==> src/logic/tcf_pkg.sv <==
package tcf_pkg;
    localparam int NCH   = 4;
    localparam int NLIN  = 10;
    localparam int MW    = 10;
    localparam int SWW   = 4;
    localparam int LVLW  = 10;
    // irq enable mask bit positions, channels 0..3
    localparam int PULSE_OUTPUT_IRQ_BIT      = 0;
    localparam int FIFO_LOW_LEVEL_IRQ_BIT    = 1;
    localparam int FIFO_EMPTY_IRQ_BIT        = 2;
    localparam int FIFO_FULL_IRQ_BIT         = 3;
    localparam int POSITION_LATCH_IRQ_BIT    = 4;
    localparam int LOGIC_INPUT_TIMER_IRQ_BIT = 5;
    localparam int LIN_CH                    = 4;
    // word indices (byte address = 4 * index)
    localparam logic [5:0] IDX_MASK0  = 6'h00;
    localparam logic [5:0] IDX_PEND0  = 6'h08;
    localparam logic [5:0] IDX_THR0   = 6'h10;
    localparam logic [5:0] IDX_TRGCFG = 6'h14;
    localparam logic [5:0] IDX_MANTRG = 6'h15;
    localparam logic [5:0] IDX_CARD   = 6'h16;
    localparam logic [5:0] IDX_NONE   = 6'h3f;
    // output routing register fields
    localparam int CFG_EN_LSB   = 0;
    localparam int CFG_POL_LSB  = 4;
    localparam int CFG_MODE_LSB = 8;
    localparam int CFG_LVL_LSB  = 12;
    localparam int CFG_SRC_LSB  = 16;
    localparam logic [MW-1:0]   MASK_RST = 10'h000;
    localparam logic [LVLW-1:0] THR_RST  = 10'h000;
    localparam logic [1:0]      HTRANS_NONSEQ = 2'h2;
    localparam logic [1:0]      HRESP_OKAY    = 2'h0;

    typedef logic [NCH-1:0] tcf_vec4_t;

    typedef struct packed {
        tcf_vec4_t pulse_trig;
        tcf_vec4_t fifo_empty;
        tcf_vec4_t fifo_full;
        tcf_vec4_t position_latch_event;
        tcf_vec4_t timer_start;
    } tcf_events_t;

    typedef struct packed {
        logic [NCH:0][MW-1:0]    mask;
        logic [NCH:0][MW-1:0]    pend;
        logic [NCH-1:0][LVLW-1:0] thr;
        tcf_vec4_t                trg_en;
        tcf_vec4_t                trg_pol;
        tcf_vec4_t                ttl_mode;
        tcf_vec4_t                ttl_lvl;
        logic [NCH-1:0][NCH-1:0]  trg_src;
        tcf_vec4_t                below;
        tcf_vec4_t                empty;
        tcf_vec4_t                full;
        logic [SWW-1:0]           sw1;
        logic [SWW-1:0]           sw2;
        tcf_vec4_t                man;
        tcf_vec4_t                pgt;
        tcf_vec4_t                trg_out;
        tcf_vec4_t                ttl_out;
        logic                     irq;
        logic                     dp_wr;
        logic [5:0]               dp_idx;
        logic [31:0]              rdata;
    } tcf_state_t;
endpackage

==> src/logic/tcf_irq_top.sv <==
// The register offsets and the AHB-Lite register port were left to the implementer.
module tcf_irq_top
    import tcf_pkg::*;
(
    input  wire logic                  hclk,
    input  wire logic                  hresetn,
    input  wire logic                  hsel,
    input  wire logic [31:0]           haddr,
    input  wire logic [1:0]            htrans,
    input  wire logic                  hwrite,
    input  wire logic [2:0]            hsize,
    input  wire logic [31:0]           hwdata,
    input  wire logic                  hready,
    output logic                       hreadyout,
    output logic [1:0]                 hresp,
    output logic [31:0]                hrdata,
    input  wire tcf_events_t           ev,
    input  wire logic [NCH-1:0][LVLW-1:0] fifo_count,
    input  wire logic [NLIN-1:0]       linear_compare_done,
    input  wire logic [NCH-1:0]        pwm_level,
    input  wire logic [SWW-1:0]        card_index_switch,
    output logic [NCH-1:0]             pulse_gen_trigger,
    output logic [NCH-1:0]             trigger_out,
    output logic [NCH-1:0]             logic_out,
    output logic                       irq_req
);

    tcf_state_t q;
    tcf_state_t d;
    logic       acc;
    logic [NCH-1:0] pg_trig;
    logic [NCH-1:0] lvl_now;

    function automatic logic rising(input logic now, input logic prev);
        return now & ~prev;
    endfunction

    function automatic logic [31:0] rd_word(input tcf_state_t s, input logic [5:0] idx);
        logic [31:0] w;
        w = 32'h0000_0000;
        for (int i = 0; i <= NCH; i++) begin
            if (idx == IDX_MASK0 + 6'(i)) begin
                w[MW-1:0] = s.mask[i];
            end
            if (idx == IDX_PEND0 + 6'(i)) begin
                w[MW-1:0] = s.pend[i];
            end
        end
        for (int i = 0; i < NCH; i++) begin
            if (idx == IDX_THR0 + 6'(i)) begin
                w[LVLW-1:0] = s.thr[i];
            end
        end
        if (idx == IDX_TRGCFG) begin
            w[CFG_EN_LSB +: NCH]       = s.trg_en;
            w[CFG_POL_LSB +: NCH]      = s.trg_pol;
            w[CFG_MODE_LSB +: NCH]     = s.ttl_mode;
            w[CFG_LVL_LSB +: NCH]      = s.ttl_lvl;
            w[CFG_SRC_LSB +: NCH*NCH]  = s.trg_src;
        end
        if (idx == IDX_CARD) begin
            w[SWW-1:0] = s.sw2;
        end
        return w;
    endfunction

    assign acc = hsel & hready & (htrans == HTRANS_NONSEQ);

    assign pg_trig = ev.pulse_trig | q.man;

    always_comb begin
        for (int c = 0; c < NCH; c++) begin
            lvl_now[c] = fifo_count[c] < q.thr[c];
        end
    end

    always_comb begin
        logic [NCH:0][MW-1:0] set;
        logic [NCH:0][MW-1:0] clr;
        logic [NCH-1:0]       hit;
        set = '0;
        clr = '0;
        hit = '0;
        d = q;
        d.sw1 = card_index_switch;
        d.sw2 = q.sw1;
        d.man = '0;
        d.dp_wr = acc & hwrite;
        d.dp_idx = (haddr[31:8] == 24'h00_0000) ? haddr[7:2] : IDX_NONE;
        if (acc && !hwrite) begin
            d.rdata = rd_word(q, d.dp_idx);
        end
        if (q.dp_wr) begin
            for (int i = 0; i <= NCH; i++) begin
                if (q.dp_idx == IDX_MASK0 + 6'(i)) begin
                    d.mask[i] = hwdata[MW-1:0];
                end
                if (q.dp_idx == IDX_PEND0 + 6'(i)) begin
                    clr[i] = hwdata[MW-1:0];
                end
            end
            for (int i = 0; i < NCH; i++) begin
                if (q.dp_idx == IDX_THR0 + 6'(i)) begin
                    d.thr[i] = hwdata[LVLW-1:0];
                end
            end
            if (q.dp_idx == IDX_TRGCFG) begin
                d.trg_en   = hwdata[CFG_EN_LSB +: NCH];
                d.trg_pol  = hwdata[CFG_POL_LSB +: NCH];
                d.ttl_mode = hwdata[CFG_MODE_LSB +: NCH];
                d.trg_src  = hwdata[CFG_SRC_LSB +: NCH*NCH];
                for (int c = 0; c < NCH; c++) begin
                    if (!d.ttl_mode[c]) begin
                        d.ttl_lvl[c] = hwdata[CFG_LVL_LSB + c];
                    end
                end
            end
            if (q.dp_idx == IDX_MANTRG) begin
                d.man = hwdata[NCH-1:0];
            end
        end
        for (int c = 0; c < NCH; c++) begin
            set[c][PULSE_OUTPUT_IRQ_BIT]      = pg_trig[c];
            set[c][FIFO_LOW_LEVEL_IRQ_BIT]    = rising(lvl_now[c], q.below[c]);
            set[c][FIFO_EMPTY_IRQ_BIT]        = rising(ev.fifo_empty[c], q.empty[c]);
            set[c][FIFO_FULL_IRQ_BIT]         = rising(ev.fifo_full[c], q.full[c]);
            set[c][POSITION_LATCH_IRQ_BIT]    = ev.position_latch_event[c];
            set[c][LOGIC_INPUT_TIMER_IRQ_BIT] = ev.timer_start[c];
        end
        set[LIN_CH] = linear_compare_done;
        d.irq = 1'b0;
        for (int i = 0; i <= NCH; i++) begin
            d.pend[i] = (q.pend[i] & ~clr[i]) | (set[i] & q.mask[i]);
            d.irq = d.irq | (|(d.pend[i] & d.mask[i]));
        end
        d.below = lvl_now;
        d.empty = ev.fifo_empty;
        d.full  = ev.fifo_full;
        d.pgt   = pg_trig;
        for (int c = 0; c < NCH; c++) begin
            hit[c] = |(pwm_level & q.trg_src[c]);
            d.trg_out[c] = q.trg_en[c] & (hit[c] ^ q.trg_pol[c]);
            d.ttl_out[c] = q.ttl_mode[c] ? d.trg_out[c] : q.ttl_lvl[c];
        end
    end

    always_ff @(posedge hclk or negedge hresetn) begin
        if (!hresetn) begin
            q <= '{mask: {(NCH+1){MASK_RST}}, thr: {NCH{THR_RST}}, dp_idx: IDX_NONE,
                   default: '0};
        end else begin
            q <= d;
        end
    end

    // zero wait state: read data is fetched during the address phase
    assign hreadyout         = 1'b1;
    assign hresp             = HRESP_OKAY;
    assign hrdata            = q.rdata;
    assign pulse_gen_trigger = q.pgt;
    assign trigger_out       = q.trg_out;
    assign logic_out         = q.ttl_out;
    assign irq_req           = q.irq;

    logic pend_any;
    always_comb begin
        pend_any = 1'b0;
        for (int i = 0; i <= NCH; i++) begin
            pend_any = pend_any | (|(q.pend[i] & q.mask[i]));
        end
    end
endmodule // tcf_irq_top

==> config.mk <==
export PLATFORM = sky130hd
export DESIGN_NAME = tcf_irq_top
export DESIGN_NICKNAME = d
export VERILOG_FILES = /design/src/logic/tcf_pkg.sv /design/src/logic/tcf_irq_top.sv
export SDC_FILE = /design/constraint.sdc
export NUM_CORES = 1
export LEC_CHECK = 0
export ABC_AREA = 0
export ABC_CLOCK_PERIOD_IN_PS = 3000
export BUFFER_PORTS_ARGS = -buffer_cell sky130_fd_sc_hd__buf_2
export CAP_MARGIN = 20
export CORE_ASPECT_RATIO = 0.7
export CORE_MARGIN = 1
export CORE_UTILIZATION = 49
export DETAILED_ROUTE_END_ITERATION = 8
export GPL_ROUTABILITY_DRIVEN = 0
export MAX_ROUTING_LAYER = met4
export PLACE_DENSITY = 0.79
export SLEW_MARGIN = 20
export SYNTH_ARGS = -nofsm -noshare
export SYNTH_HDL_FRONTEND = slang
export SYNTH_SLANG_ARGS = --single-unit
==> constraint.sdc <==
create_clock -name hclk -period 3 [get_ports hclk]
set_clock_uncertainty 0.2 [all_clocks]
set_input_delay 0.6 -clock hclk [delete_from_list [all_inputs] [get_ports hclk]]
set_output_delay 0.6 -clock hclk [all_outputs]
set_load 0.02 [all_outputs]
==> results.tsv <==
metric	value	unit
first-pass GRT wire length	71300	µm
final net count	1815	
DRC	53	
DP Area	0.01517	mm²
sequential power share	47.0	%
Reg clk slew, reported paths	0.07	ns
via count	12720	
Setup TNS Final	-0.1987	ns
Final setup viols	1	
synthesis-to-layout area growth	26.89	%
Placeable Area	0.02587	mm²
Initial Util	50.17	%
initial antenna violation count	0	
sw frac	24.83	%
Top Ports	200	
die area	0.02715	mm²
1st-iter DRT viols	1809	
dpl hpwl	35210	µm
Design Area, Final	0.01647	mm²
Top Layer Used	met4	
failing checks	DRC, setup timing	
DR WL/cell	24.17	µm
worst path buffer plus inverter count	2	
ys flop type	dfrtp_1	
Final Hold Viols	0	
Slew @ Worst Pin	0.8261	ns
FF-to-FF Start	q[35]	
Worst-Skew Late Latency	0.57	ns
Clock Sinks	248	
number of flops mapped to enable cells by yosys	0	
Static Leak	0.007310	µW
total congestion overflow	0	
CTS Buf Count	25	
hold path depth	2	
Slew Limit Fails	0	
Post-Synthesis Cell Area	0.01298	mm²
Worst setup EP type	register	
clk buf depth	3	
Worst Setup Slack, final	-0.1987	ns
wl on met1	18040	µm
maximum clock frequency	312.6	MHz
CP Max Fanout	17	
critical path required time	3.21	ns
crit-path cells	or4b_4 > buf_12 > buf_4 > o31ai_2 > a21oi_1 > a2111oi_4 > nand4_1 > nor4_2 > o211ai_1	
Logic pwr share	7.9	%
min-delay worst type	input pin to register	
Setup WS pre-CTS	-0.4879	ns
HP Start	ev[19]	
met2 wire length	20010	µm
pin count of the biggest net entering global routing	68	
Post-Syn Instances	1326	
Crit path largest cell delay	0.58	ns
Post-DRT Antenna Nets	0	
PortBufs	191	
Async SR Flop Fraction	100.0	%
Clk pwr share	45.1	%
H-tree levels	1	
period utilisation layout	106.6	%
Die H	138.2	µm
CP delay by family, top	simple AND/OR/NAND/NOR gates	
worst hold slack	0.04288	ns
WL final	48410	µm
maximum vdd drop	0.0003962	V
chip width	196.5	µm
CTS tree	built	
GRT Total Usage	35.92	%
register area share after synthesis	47.87	%
CP arrival	3.41	ns
layout cells sized above 1	33.86	%
Startpoint Class	register	
sw power	1827	µW
Worst Hold End	pulse_gen_trigger[3]	
Avg Cell Area, Syn	9.789	µm²
Slowest-stage cell, CP	dfstp_2	
Ys Warns	0	
Power Density	446.7	mW/mm²
metal3 WL	7889	µm
RR Endpoint	irq_req	
Cell variety after synth	76	
total of max-cap violations	0	
Via density	6.350	
relative slew slack	44.79	%
fillcell total	2031	
status	finished with violations	
Row Count	49	
clk root buf	clkbuf_16	
r2r worst-path depth	9	
r2r setup slk	-0.20	ns
vias in the first global route	12270	
crit path kind	register to register	
RSZ-0062 raised after global routing	true	
FF+latch count, synth	248	
first drt pass iteration count	9	
Internal	5531	µW
Final Critical Period	3.199	ns
==> worst max path at each step <==
stage | from | end | slack (ns) | cells after the start
floorplan | q[35] | irq_req | 0.19 | 8
global placement | haddr[17] | hrdata[7] | -0.43 | 12
CTS | q[35] | irq_req | -0.10 | 8
finish | q[35] | irq_req | -0.20 | 9
detailed placement | haddr[9] | hrdata[7] | -0.49 | 12
global route | q[35] | irq_req | -0.26 | 8
==> cells in the final DEF (no fill, tap or decap), drive strengths merged, types with 6 or more instances in the layout <==
master,synthesis,routed
and2,6,6
nand4,14,14
buf,61,379
nand2,219,219
nand3,42,42
ha,36,36
nor3,29,29
a221oi,9,9
and3,6,6
nor2b,8,8
clkbuf,59,38
dfstp,6,6
a22o,7,7
o31ai,42,42
dlygate4sd3,0,13
a22oi,39,39
dfrtp,242,242
a21o,10,10
o221ai,7,7
nor4,16,16
o211ai,9,9
o21a,13,13
nor2,43,43
a32oi,7,7
or2,13,13
o21ai,116,116
nand3b,11,11
inv,52,53
mux2i,10,10
nand2b,11,11
a2111oi,17,17
mux2,61,61
or3,11,11
a21oi,33,33
==> metal layers <==
layer	global-route usage, %	vias to the layer above
met2	49.59	1040
met4	15.25	0
li1	-	5361
met1	45.75	6090
met5	-	-
met3	15.42	228
==> cell usage after synthesis (4+ instances only) <==
library cell    n  area (µm²)
a2111oi_0       8       70.07
a2111oi_2       7       105.1
a21o_1         10       75.07
a21oi_1        33       165.2
a221o_1         5       50.05
a221oi_1        9       78.83
a22o_1          7       61.31
a22oi_1        39       292.8
a31oi_1         5       31.28
a32oi_1         7       61.31
and2_1          5       31.28
and3_1          6       37.54
buf_2           6       30.03
buf_4          47       352.8
buf_6           5       56.30
clkbuf_1       59       221.5
dfrtp_1       242        6056
dfstp_2         6       157.7
ha_1           36       450.4
inv_1          52       195.2
mux2_2         61       686.9
mux2i_1        10       100.1
nand2_1       219       822.0
nand2b_1       11       68.82
nand3_1        42       210.2
nand3b_1       11       82.58
nand4_1        14       87.58
nor2_1         43       161.4
nor2b_1         8       50.05
nor3_1         28       140.1
nor4_1         13       81.33
o211ai_1        9       67.56
o21a_1         13       97.59
o21ai_0       110       550.5
o21ai_1         6       30.03
o221ai_1        7       61.31
o22ai_1         5       31.28
o31ai_1        34       255.2
o31ai_2         8       100.1
or2_2           9       56.30
or3_1          11       68.82
xnor2_1         4       35.03
==> worst register-to-register path, delay by kind of cell (launching register included) <==
family / cells / cell delay [ns]
simple gates: 3 / 0.99
compound gates: 4 / 0.93
flops: 1 / 0.58
buf+inv: 2 / 0.34
==> stage by stage <==
step | power (µW) | instances | utilization (%)
finish | 7358 | 2003 | 63.66
global placement | 4049 | 1939 | 58.62
CTS | 7326 | 1998 | 62.86
detailed placement | 4063 | 1939 | 58.62
floorplan | 3757 | 1327 | -
global route | 7511 | 2002 | 63.65
==> power groups by stage <==
stage | logic [µW] | clock network (µW) | registers, µW
global route | 622 | 3430 | 3460
global placement | 537 | 0 | 3510
CTS | 570 | 3300 | 3450
detailed placement | 549 | 0 | 3510
floorplan | 258 | 0 | 3500
finish | 583 | 3320 | 3460
==> registers in the layout, indices dropped and copies added (netlist names) <==
name	count
d	4
hrdata	32
irq_req	1
logic_out	4
pulse_gen_trigger	4
q	199
trigger_out	4
==> cell families (layout without fill, tap and decap cells) <==
group	Yosys count	count (layout)	synth area share (%)
AND/OR/NAND/NOR	447	447	16.67
AO/OA/AOI/OAI	343	343	18.32
flip-flops	248	248	47.87
buffers and inverters	172	490	6.767
multiplexers	74	74	6.584
adder cells (fa/ha/maj)	36	36	3.470
XOR/XNOR	4	4	0.2699
other	2	4	0.05786
==> area by class of cell <==
type	count	area [µm²]	area share, %
repair buffers	393	2606	15.82
multi-input cells	907	6150	37.34
clock inverters	8	116.4	0.7065
inverters	52	195.2	1.185
well taps	357	446.7	2.712
flip-flops and latches	248	6213	37.72
clock buffers	37	740.7	4.497
diodes	1	2.502	0.01519
==> repair_timing <==
action                                  4_1_cts  5_1_grt
endpoints found under the setup margin        1        2
setup buffers                                 1        4
pin swaps                                     7       12
endpoints found under the hold margin        73        0
gates resized for setup                      23       27
hold buffers                                 13        0
Note: power is estimated with default switching activity, not from simulation.
